File: src/uart_status_consts.svh
// Purpose: offsets, field positions, reset values and counts of the fifo status block
// Assumes: 32-bit APB data, byte addresses as printed
// Notes:   every figure used by more than one file lives here
`ifndef UART_STATUS_CONSTS_SVH
`define UART_STATUS_CONSTS_SVH

// register byte addresses
`define OFS_FIFO_STATUS      32'h5000_117C
`define OFS_TX_FILL_LEVEL    32'h5000_1180
`define OFS_RX_FILL_LEVEL    32'h5000_1184
`define OFS_SOFT_RESET       32'h5000_1188
`define OFS_SEND_REQUEST     32'h5000_118C
`define OFS_QUEUE_CONTROL    32'h5000_11F0
`define OFS_MODEM_CONTROL    32'h5000_11F4
`define OFS_RX_TRIGGER       32'h5000_11F8

// serial_fifo_status fields
`define STAT_RX_FULL_BIT     4
`define STAT_RX_NEMPTY_BIT   3
`define STAT_TX_EMPTY_BIT    2
`define STAT_TX_NFULL_BIT    1

// software_reset_strobes fields
`define SRR_TX_CLEAR_BIT     2
`define SRR_RX_CLEAR_BIT     1
`define SRR_CORE_BIT         0

// shadow_send_request field
`define SRTS_REQUEST_BIT     0

// queue_control_register fields
`define QCR_ENABLE_BIT       0
`define QCR_RX_CLEAR_BIT     1
`define QCR_TX_CLEAR_BIT     2

// modem_control_register fields
`define MCR_REQUEST_BIT      1
`define MCR_LOOPBACK_BIT     4
`define MCR_AUTO_FLOW_BIT    5

// sizes and reset values
`define FIFO_DEPTH_DEFAULT   16
`define LEVEL_W              16
`define RX_TRIGGER_RESET     16'h000E
`define SOFT_RST_HOLD        2

`endif

File: src/uart_status_pkg.sv
// Purpose: types shared by the fifo status block
// Assumes: constants come from uart_status_consts.svh
// Notes:   no constants of its own
`include "uart_status_consts.svh"

package uart_status_pkg;

   typedef logic [31:0] word_t;
   typedef logic [`LEVEL_W-1:0] level_t;

   // one queue's activity in one cycle
   typedef struct packed {
      logic push;
      logic pop;
   } queue_evt_s;

   typedef struct packed {
      level_t count;
   } level_state_s;

   typedef struct packed {
      logic [`SOFT_RST_HOLD-1:0] hold;
   } soft_rst_state_s;

   typedef struct packed {
      word_t  prdata;
      logic   pslverr;
      logic   fifo_en;
      logic   rts;
      logic   loopback;
      logic   auto_flow;
      level_t rx_trigger;
      logic   rts_n;
      logic   loop_cts;
   } ctrl_state_s;

endpackage

File: src/queue_level_tracker.sv
// Purpose: fill level, full and empty of one data queue
// Assumes: push and pop come from the serial core, one entry each
// Notes:   clear wins over any event; push when full without a pop and pop when empty are dropped
`include "uart_status_consts.svh"

module queue_level_tracker #(
   parameter int DEPTH = `FIFO_DEPTH_DEFAULT
) (
   input  wire logic                        clk,
   input  wire logic                        rst,
   input  wire logic                        clear,
   input  wire uart_status_pkg::queue_evt_s evt,
   output      uart_status_pkg::level_t     level,
   output      logic                        full,
   output      logic                        empty
);

   localparam uart_status_pkg::level_t TOP = `LEVEL_W'(DEPTH);

   uart_status_pkg::level_state_s st;
   uart_status_pkg::level_state_s next_st;

   logic do_push;
   logic do_pop;

   always_comb
   begin
      do_push = evt.push & ((st.count != TOP) | evt.pop);
      do_pop  = evt.pop & (st.count != '0);
      next_st = st;
      if (do_push & ~do_pop)
      begin
         next_st.count = st.count + 16'h0001;
      end
      else if (do_pop & ~do_push)
      begin
         next_st.count = st.count - 16'h0001;
      end
      if (rst | clear)
      begin
         next_st.count = '0;
      end
   end

   always_ff @(posedge clk)
   begin
      st <= next_st;
   end

   assign level = st.count;
   assign full  = (st.count == TOP);
   assign empty = (st.count == '0);
endmodule

File: src/soft_reset_gen.sv
// Purpose: core reset from a one-cycle software request
// Assumes: request is a pulse in the register clock domain
// Notes:   asserts in the request cycle itself, releases on a clock edge
`include "uart_status_consts.svh"

module soft_reset_gen (
   input  wire logic clk,
   input  wire logic rst,
   input  wire logic request,
   output      logic core_rst
);

   uart_status_pkg::soft_rst_state_s st;
   uart_status_pkg::soft_rst_state_s next_st;

   always_comb
   begin
      next_st.hold = {st.hold[`SOFT_RST_HOLD-2:0], request};
      if (rst)
      begin
         next_st.hold = '0;
      end
   end

   always_ff @(posedge clk)
   begin
      st <= next_st;
   end

   // combinational assertion, clocked release
   assign core_rst = request | (|st.hold);

endmodule

File: src/uart_fifo_status_and_shadow_ctrl.sv
// Purpose: fifo status, fill levels, clear strobes, core reset and send-request control
// Assumes: APB slave with no wait states; queue events synchronous to REF_CLK
// Notes:   read data is captured in the setup cycle; RTS_N follows control one cycle later
// How it works
// - status bit 4 reads 1 while every receive entry is occupied
// - status bit 3 reads 1 while the receive queue holds an entry
// - status bit 2 reads 1 only with an empty transmit queue; resets to 1
// - status bit 1 reads 0 only with a full transmit queue; resets to 1
// - transmit level register shows the transmit entry count, zero at reset
// - receive level register shows the receive entry count, zero at reset
// - soft reset bit 2 clears the transmit queue like the queue control bit
// - a queue clear empties the queue and needs no second write
// - soft reset bit 1 clears the receive queue like the queue control bit
// - soft reset bit 0 asserts core reset at once, releases on a clock edge
// - send request bit 0 shares storage with modem control request bit
// - without auto flow or loopback, RTS_N is the inverse of the request bit
// - with auto flow and queues on, receive level above trigger forces RTS_N high
// - loopback holds RTS_N high and loops the request bit to the modem input
// - queue depth is a parameter, default 16, bounding levels and full flags
// - turning the queue enable off clears both queues
//
// The implementer's own choice: the APB interface to the registers.
`include "uart_status_consts.svh"

module uart_fifo_status_and_shadow_ctrl #(
   parameter int FIFO_DEPTH = `FIFO_DEPTH_DEFAULT
) (
   input  wire logic                        REF_CLK,
   input  wire logic                        SYS_RST,
   input  wire logic                        PSEL,
   input  wire logic                        PENABLE,
   input  wire logic                        PWRITE,
   input  wire logic [31:0]                 PADDR,
   input  wire logic [31:0]                 PWDATA,
   output      logic [31:0]                 PRDATA,
   output      logic                        PREADY,
   output      logic                        PSLVERR,
   input  wire uart_status_pkg::queue_evt_s TX_EVT,
   input  wire uart_status_pkg::queue_evt_s RX_EVT,
   output      logic                        TX_QUEUE_CLEAR,
   output      logic                        RX_QUEUE_CLEAR,
   output      logic                        CORE_RST,
   output      logic                        FIFO_ENABLE,
   output      logic                        RTS_N,
   output      logic                        LOOP_CTS
);

   uart_status_pkg::ctrl_state_s st;
   uart_status_pkg::ctrl_state_s next_st;

   uart_status_pkg::level_t tx_level;
   uart_status_pkg::level_t rx_level;
   uart_status_pkg::word_t  rd_word;

   logic tx_full;
   logic tx_empty;
   logic rx_full;
   logic rx_empty;
   logic setup;
   logic wr;
   logic hit_status;
   logic hit_tfl;
   logic hit_rfl;
   logic hit_srr;
   logic hit_srts;
   logic hit_qcr;
   logic hit_mcr;
   logic hit_trig;
   logic mapped;
   logic enable_fall;
   logic core_request;
   logic core_rst;
   logic any_rst;
   logic rx_over_trigger;

   // address decode, full byte address
   always_comb
   begin
      hit_status = (PADDR == `OFS_FIFO_STATUS);
      hit_tfl    = (PADDR == `OFS_TX_FILL_LEVEL);
      hit_rfl    = (PADDR == `OFS_RX_FILL_LEVEL);
      hit_srr    = (PADDR == `OFS_SOFT_RESET);
      hit_srts   = (PADDR == `OFS_SEND_REQUEST);
      hit_qcr    = (PADDR == `OFS_QUEUE_CONTROL);
      hit_mcr    = (PADDR == `OFS_MODEM_CONTROL);
      hit_trig   = (PADDR == `OFS_RX_TRIGGER);
      mapped     = hit_status | hit_tfl | hit_rfl | hit_srr | hit_srts
                   | hit_qcr | hit_mcr | hit_trig;
   end

   assign setup = PSEL & ~PENABLE;
   assign wr    = PSEL & PENABLE & PWRITE;

   // strobes act on the access edge, clear themselves afterwards
   assign core_request   = wr & hit_srr & PWDATA[`SRR_CORE_BIT];
   assign enable_fall    = wr & hit_qcr & st.fifo_en & ~PWDATA[`QCR_ENABLE_BIT];
   assign TX_QUEUE_CLEAR = core_rst | enable_fall
                           | (wr & hit_srr & PWDATA[`SRR_TX_CLEAR_BIT])
                           | (wr & hit_qcr & PWDATA[`QCR_TX_CLEAR_BIT]);
   assign RX_QUEUE_CLEAR = core_rst | enable_fall
                           | (wr & hit_srr & PWDATA[`SRR_RX_CLEAR_BIT])
                           | (wr & hit_qcr & PWDATA[`QCR_RX_CLEAR_BIT]);
   assign any_rst        = SYS_RST | core_rst;

   soft_reset_gen u_soft_reset (
      .clk      (REF_CLK),
      .rst      (SYS_RST),
      .request  (core_request),
      .core_rst (core_rst)
   );

   queue_level_tracker #(
      .DEPTH (FIFO_DEPTH)
   ) u_tx_level (
      .clk   (REF_CLK),
      .rst   (SYS_RST),
      .clear (TX_QUEUE_CLEAR),
      .evt   (TX_EVT),
      .level (tx_level),
      .full  (tx_full),
      .empty (tx_empty)
   );

   queue_level_tracker #(
      .DEPTH (FIFO_DEPTH)
   ) u_rx_level (
      .clk   (REF_CLK),
      .rst   (SYS_RST),
      .clear (RX_QUEUE_CLEAR),
      .evt   (RX_EVT),
      .level (rx_level),
      .full  (rx_full),
      .empty (rx_empty)
   );

   // read mux; unlisted bits stay zero
   always_comb
   begin
      rd_word = '0;
      if (hit_status)
      begin
         rd_word[`STAT_RX_FULL_BIT]   = rx_full;
         rd_word[`STAT_RX_NEMPTY_BIT] = ~rx_empty;
         rd_word[`STAT_TX_EMPTY_BIT]  = tx_empty;
         rd_word[`STAT_TX_NFULL_BIT]  = ~tx_full;
      end
      else if (hit_tfl)
      begin
         rd_word[`LEVEL_W-1:0] = tx_level;
      end
      else if (hit_rfl)
      begin
         rd_word[`LEVEL_W-1:0] = rx_level;
      end
      else if (hit_srts)
      begin
         rd_word[`SRTS_REQUEST_BIT] = st.rts;
      end
      else if (hit_qcr)
      begin
         rd_word[`QCR_ENABLE_BIT] = st.fifo_en;
      end
      else if (hit_mcr)
      begin
         rd_word[`MCR_REQUEST_BIT]   = st.rts;
         rd_word[`MCR_LOOPBACK_BIT]  = st.loopback;
         rd_word[`MCR_AUTO_FLOW_BIT] = st.auto_flow;
      end
      else if (hit_trig)
      begin
         rd_word[`LEVEL_W-1:0] = st.rx_trigger;
      end
      // the soft reset register falls through and reads zero
   end

   assign rx_over_trigger = rx_level > st.rx_trigger;

   always_comb
   begin
      next_st = st;
      if (setup)
      begin
         next_st.prdata  = rd_word;
         next_st.pslverr = ~mapped;
      end
      if (wr & hit_qcr)
      begin
         next_st.fifo_en = PWDATA[`QCR_ENABLE_BIT];
      end
      if (wr & hit_mcr)
      begin
         next_st.rts       = PWDATA[`MCR_REQUEST_BIT];
         next_st.loopback  = PWDATA[`MCR_LOOPBACK_BIT];
         next_st.auto_flow = PWDATA[`MCR_AUTO_FLOW_BIT];
      end
      if (wr & hit_srts)
      begin
         next_st.rts = PWDATA[`SRTS_REQUEST_BIT];
      end
      if (wr & hit_trig)
      begin
         next_st.rx_trigger = PWDATA[`LEVEL_W-1:0];
      end
      // low RTS_N tells the modem the port is ready
      if (st.loopback)
      begin
         next_st.rts_n = 1'b1;
      end
      else if (st.auto_flow & st.fifo_en & rx_over_trigger)
      begin
         next_st.rts_n = 1'b1;
      end
      else
      begin
         next_st.rts_n = ~st.rts;
      end
      next_st.loop_cts = st.loopback & st.rts;
      if (any_rst)
      begin
         next_st            = '0;
         next_st.rts_n      = 1'b1;
         next_st.rx_trigger = `RX_TRIGGER_RESET;
      end
   end

   always_ff @(posedge REF_CLK)
   begin
      st <= next_st;
   end

   assign PRDATA      = st.prdata;
   assign PSLVERR     = st.pslverr & PSEL & PENABLE;
   assign PREADY      = 1'b1;
   assign CORE_RST    = core_rst;
   assign FIFO_ENABLE = st.fifo_en;
   assign RTS_N       = st.rts_n;
   assign LOOP_CTS    = st.loop_cts;
endmodule

File: config.mk
export PLATFORM = sky130hd
export DESIGN_NAME = uart_fifo_status_and_shadow_ctrl
export DESIGN_NICKNAME = d
export VERILOG_FILES = /design/src/uart_status_pkg.sv /design/src/queue_level_tracker.sv /design/src/soft_reset_gen.sv /design/src/uart_fifo_status_and_shadow_ctrl.sv
export VERILOG_INCLUDE_DIRS = /design/src
export SDC_FILE = /design/constraint.sdc
export NUM_CORES = 1
export LEC_CHECK = 0
export ABC_AREA = 0
export BUFFER_PORTS_ARGS = -buffer_cell sky130_fd_sc_hd__buf_4
export CORE_MARGIN = 4
export CORE_UTILIZATION = 56
export CTS_CLUSTER_SIZE = 16
export DETAILED_ROUTE_END_ITERATION = 7
export GPL_ROUTABILITY_DRIVEN = 1
export PLACE_DENSITY = 0.82
export SETUP_SLACK_MARGIN = 0.02
export SYNTH_ARGS = -nofsm -noshare
export SYNTH_HDL_FRONTEND = slang
export SYNTH_SLANG_ARGS = --single-unit
File: constraint.sdc
create_clock -name REF_CLK -period 4.2 [get_ports REF_CLK]
set_input_delay 0 -clock REF_CLK [delete_from_list [all_inputs] [get_ports REF_CLK]]
set_output_delay 0 -clock REF_CLK [all_outputs]
set_load 0.005 [all_outputs]
**Word level (Yosys, flattened, before mapping)**

Cells that the tools add are included.

- Magnitude comparators: 1
- Reduce and logical (&&, ||, !) cells: 9
- Div/mod/pow operators: 0
- Add/sub/neg operators: 4
- Equality and inequality tests: 12
- Multiplexer cells: 21
- Shifts and indexed selects: 0
- $mul: 0
- Bitwise operators: 56

Operators with widths:

| kind | number |
|---|---|
| equality test 32 x 31 -> 1 bit (second input constant) | 8 |
| two-way mux 16 bit | 7 |
| adder 16 x 1 -> 16 bit (second input constant) | 2 |
| equality test 16 x 5 -> 1 bit (second input constant) | 2 |
| logical NOT 16 bit | 2 |
| inequality test 16 x 5 -> 1 bit (second input constant) | 2 |
| nonzero test 16 bit | 2 |
| subtractor 16 x 1 -> 16 bit (second input constant) | 2 |
| two-way mux 15 bit | 2 |
| bitwise AND 1 bit | 28 |
| bitwise OR 1 bit | 18 |
| > comparator 16 bit | 1 |
| two-way mux 11 bit | 1 |
| two-way mux 10 bit | 1 |
| NOT 1 bit | 10 |
| two-way mux 1 bit | 6 |
| nonzero test 2 bit | 3 |
| two-way mux 2 bit | 2 |
| two-way mux 4 bit | 1 |
| two-way mux 3 bit | 1 |
| OR reduction 3 bit | 1 |
| OR reduction 2 bit | 1 |

- Flip-flop bits (word level): 73
- Word-level logic and storage cells: 115
- Bits in read-only memories: 0
- Output and inout port bits: 40
- Latch bits: 0
- Input port bits: 73
- RAM bits: 0
- Memories: 0

**Longest topological paths before layout**

- Depth after elaboration: 9
- Depth in mapped cells: 15

**By module**

Synthesis repeated with hierarchy kept, for this count alone.

- Cell total of the unflattened synthesis: 682
- Area total of the unflattened synthesis: 5635.4 µm²

By module, submodules not included:

| module | instances | area each (µm²) | cells each |
|---|---|---|---|
| uart_fifo_status_and_shadow_ctrl | 1 | 2758.9 | 319 |
| queue_level_tracker (u_rx_level) | 1 | 1416.4 | 183 |
| queue_level_tracker (u_tx_level) | 1 | 1401.3 | 175 |
| soft_reset_gen | 1 | 58.8 | 5 |

**Least setup slack after synthesis**

Ideal clock, no wire load.

- Kind: flip-flop to flip-flop
- Start point: register u_tx_level.st (netlist bit u_tx_level.level[0])
- End point: register u_tx_level.st (netlist bit u_tx_level.level[12])
- Clock period less this slack: 3.608 ns
- Setup time: 0.059 ns
- Cell stages (with the launch flop): 16
- Data arrival time: 3.549 ns
- Slack: 0.592 ns
- Path buffers: 0
- Cells stage by stage: dfxtp_1 -> nor4_1 -> nand4_1 -> or2_2 -> o21a_1 -> ha_1 -> inv_1 -> ha_1 -> nor2b_1 -> o31a_1 -> nor2_1 -> o21ai_1 -> a2111o_1 -> and3_1 -> o31ai_1 -> and2_1

- Cells in the longest elaborated chain, start to end: 6

RTL lines:

| item | line | source |
|---|---|---|
| start, declared | queue_level_tracker.sv:20 | `uart_status_pkg::level_state_s st;` |
| start signal, assigned | queue_level_tracker.sv:47 | `st <= next_st;` |
| branches (longest 6 deep; another with subtractor 16 x 1 -> 16 bit) | - |  |

Several ways; the timed one is not identified. The select of a mux whose other input is x is not followed.
A chain may end at the register's enable or synchronous reset.

**Final worst setup path**

- Start point: register u_tx_level.st (netlist bit u_tx_level.level[8])
- End point: register u_tx_level.st (netlist bit u_tx_level.level[12])

Same word-level chain as after synthesis.

==> summary.json <==
{
  "dp_hpwl_um": 10500,
  "worst-path-max-fanout": 13,
  "final_layout_size_suffix_gt1_share_pct": 17.2,
  "die_area_um2": 11000,
  "grt_start_max_net_pins": 35,
  "core-area_um2": 9200,
  "timing.hold.worst.class": "in2reg",
  "syn-cell-area_um2": 5250,
  "finish.utilization_pct": 67.0,
  "ff2ff_setup_slack_ns": 0.27,
  "cpPeakStageDelay_ns": 0.46,
  "synth.most_common_cell": "sky130_fd_sc_hd__dfxtp_1",
  "layoutNonFillerInstCount": 844,
  "grt_most_used_layer": "met2",
  "worst_hold_slack_ns": 0.149,
  "synthTopCellsByArea": "sky130_fd_sc_hd__dfxtp_1 28%, sky130_fd_sc_hd__ha_1 11%, sky130_fd_sc_hd__a21oi_1 5.5%",
  "synth_top_flop_cell": "sky130_fd_sc_hd__dfxtp_1",
  "actual_transition_at_the_worst_max_transition_pin_ns": 0.892,
  "finish.net_count": 851,
  "drtAntennaViolNets": 0,
  "timing.reg2reg.worst_path_depth": 16,
  "cp-startpoint": "u_tx_level.level[8]",
  "vias": 5170,
  "grt_overflow_total": 0,
  "worst_hold_depth": 6,
  "critPathCaptureType": "flip-flop",
  "hold_path.startpoint": "PADDR[25]",
  "syn_area_per_cell_um2": 7.97,
  "grt_util_all_layers_pct": 26.2,
  "timing.max_slew.rel_slack_pct": 40.5,
  "fin_tns_setup_ns": 0,
  "average_wire_per_cell_in_the_routed_design_um": 17.2,
  "antenna_found_initial": 0,
  "violations_in_the_final_reports": "design-rule violations",
  "synthTopCellsByCount": "73 x sky130_fd_sc_hd__dfxtp_1, 69 x sky130_fd_sc_hd__nor2_1, 58 x sky130_fd_sc_hd__a21oi_1",
  "rsz0062_at_grt": "no",
  "netlist_instances": 658,
  "cells_along_the_critical_path": "nor4_1, nand4_1, or2_2, o21a_1, ha_1, inv_1, buf_4, ha_1, o21a_1, o31a_1, nor2_1, o21ai_1, a2111o_1, and3_1, o31ai_1, and2_1",
  "timing.fmax_ghz": 0.254,
  "count_of_flip_flops_with_a_built_in_enable_after_synthesis": 0,
  "worstSkewPairLatency_ns": 0.36,
  "first_global_vias": 5149,
  "synth-seq-area-share_pct": 27.9,
  "timing.final.setup_violations": 0,
  "io_buffer_count": 79,
  "max-cap-violations": 0,
  "drv_slew": 0,
  "floorplan.rows": 35,
  "clock_skew_ns": 0.0102,
  "dp.cells": 811,
  "ys_seq_elements": 73,
  "cp_top_family": "simple AND/OR/NAND/NOR gates",
  "dpl-instance-area_um2": 5720,
  "postRouteWirelength_um": 14500,
  "cts_max_path_buffers": 2,
  "i_o_pins": 113,
  "die_height_um": 105,
  "cp.required_ns": 4.50,
  "ys_warn_count": 0,
  "tritoncts.num_buffers": 9,
  "cts_num_sinks": 73,
  "final.period_utilization_pct": 93.6,
  "drt-vias-per-instance": 6.13,
  "setup.worst_path.end": "u_tx_level.level[12]",
  "place.gp.congestion": 0.963,
  "arrival_ns": 4.23,
  "reg2reg_from": "u_tx_level.level[8]",
  "fill_cells": 739,
  "syn2layout_area_growth_pct": 17.5,
  "drt-initial-drc-count": 484,
  "groute.layer.met2.usage_pct": 47.1,
  "tritoncts": "yes",
  "netlist.top_cell.by_area": "sky130_fd_sc_hd__dfxtp_1",
  "firstDrtPassIters": 8,
  "chip_width_um": 105,
  "power.static_leakage_nw": 2.60,
  "n_diodes": 0,
  "clk_pin_slew_worst_paths_ns": 0.08,
  "async_flop_share_pct": 0,
  "dp_worst_setup_slack_ns": 0.224,
  "cp_slowest_cell": "sky130_fd_sc_hd__a2111o_1",
  "fin_crit_ns": 3.93,
  "timing_hold_violations_final": 0,
  "worstSetupStartpointType": "flip-flop",
  "critical_path.n_buffers_inverters": 2,
  "cellPowerDensity_nw_per_um2": 567,
  "grtUsageMet3_pct": 4.39,
  "total_power_mw": 3.50,
  "grt_first_pass_wirelength_um": 23700,
  "synth_top_cell_area_share_pct": 27.9,
  "netlist_cell_types": 65,
  "worst-path-stages": 16,
  "initial_core_util_pct": 57.0,
  "met1_usage_pct": 30.9,
  "post-route-cell-area_um2": 6160,
  "post-route-drc-count": 3,
  "vdd_drop_max_mv": 0.352,
  "cts_root_buf": "sky130_fd_sc_hd__clkbuf_8",
  "worstReg2RegEnd": "u_tx_level.level[12]",
  "worstSetupPathType": "reg2reg",
  "final_critical_path_setup_slack_ns": 0.270,
  "run_status": "complete, but fails checks",
  "h-tree-depth": 3
}
## metal layers
metal,share of wire (%),vias to the layer above
met5,0,-
met4,2.9,0
met3,7.4,41
met2,51,215
met1,39,2429
li1,-,2485
## cell type report
cell class | instances | area, um^2 | area share [%]
multi-input cells | 507 | 3360 | 54.5
clock buffers | 10 | 138 | 2.23
well taps | 111 | 139 | 2.25
clock inverters | 5 | 104 | 1.69
inverters | 31 | 116 | 1.89
repair buffers | 107 | 848 | 13.8
flip-flops and latches | 73 | 1460 | 23.7
## worst min-delay path by stage
stage                               endpoint
after floorplan           u_soft_reset.st[1]
after global placement    u_soft_reset.st[1]
after detailed placement  u_soft_reset.st[0]
after CTS                        FIFO_ENABLE
after global routing             FIFO_ENABLE
final                            FIFO_ENABLE
## registers in the layout, summed over array words and instances, names as in the netlist
register and flops:
u_rx_level.level 16, FIFO_ENABLE 1, PRDATA 16, LOOP_CTS 1
st 20, RTS_N 1, u_tx_level.level 16, u_soft_reset.st 2
## report_power, final
part	total (mW)	switching (mW)	leakage, nW	internal [mW]
combinational	1.80	0.965	1.88	0.833
sequential	1.02	0.192	0.598	0.824
clock	0.683	0.275	0.122	0.408
total	3.50	1.43	2.60	2.06
## worst min-delay path, cell delays in order
cell and delay [ns]:
sky130_fd_sc_hd__buf_4 0.07, sky130_fd_sc_hd__nor2_1 0.05, sky130_fd_sc_hd__nand3_4 0.10, sky130_fd_sc_hd__nor4_4 0.07, sky130_fd_sc_hd__nand3_1 0.09, sky130_fd_sc_hd__a21oi_1 0.07
## cell families (layout without fill, tap and decap cells)
group | Yosys count | after routing | synth area share, %
AND/OR/NAND/NOR | 250 | 250 | 25.1
AO/OA/AOI/OAI | 169 | 169 | 21.4
buffers and inverters | 93 | 153 | 9.69
flip-flops | 73 | 73 | 27.9
adder cells (fa/ha/maj) | 49 | 49 | 12.0
XOR/XNOR | 17 | 17 | 2.84
multiplexers | 5 | 5 | 0.954
other | 2 | 17 | 0.143
## layout by cell type (no fill, tap or decap), types with 11 or more instances in the layout
master / Yosys / final
sky130_fd_sc_hd__ha_1: 47 / 47
sky130_fd_sc_hd__conb_1: 2 / 17
sky130_fd_sc_hd__dlygate4sd3_1: 0 / 18
sky130_fd_sc_hd__nand2_1: 50 / 50
sky130_fd_sc_hd__buf_4: 37 / 89
sky130_fd_sc_hd__a222oi_1: 13 / 13
sky130_fd_sc_hd__and3_1: 15 / 15
sky130_fd_sc_hd__nand3_1: 35 / 35
sky130_fd_sc_hd__o21ai_0: 29 / 27
sky130_fd_sc_hd__a211oi_1: 19 / 19
sky130_fd_sc_hd__a21oi_1: 58 / 58
sky130_fd_sc_hd__nor2_1: 69 / 69
sky130_fd_sc_hd__xnor2_1: 11 / 11
sky130_fd_sc_hd__nor3_1: 15 / 15
sky130_fd_sc_hd__dfxtp_1: 73 / 73
sky130_fd_sc_hd__inv_1: 30 / 30
## what timing repair did
item                                    4_1_cts  5_1_grt
endpoints found under the setup margin        0        4
endpoints found under the hold margin        21        0
hold buffers                                 18        0
resized for setup                             0        7
buffers inserted                              0        0
(Power assumes the default switching activity.)
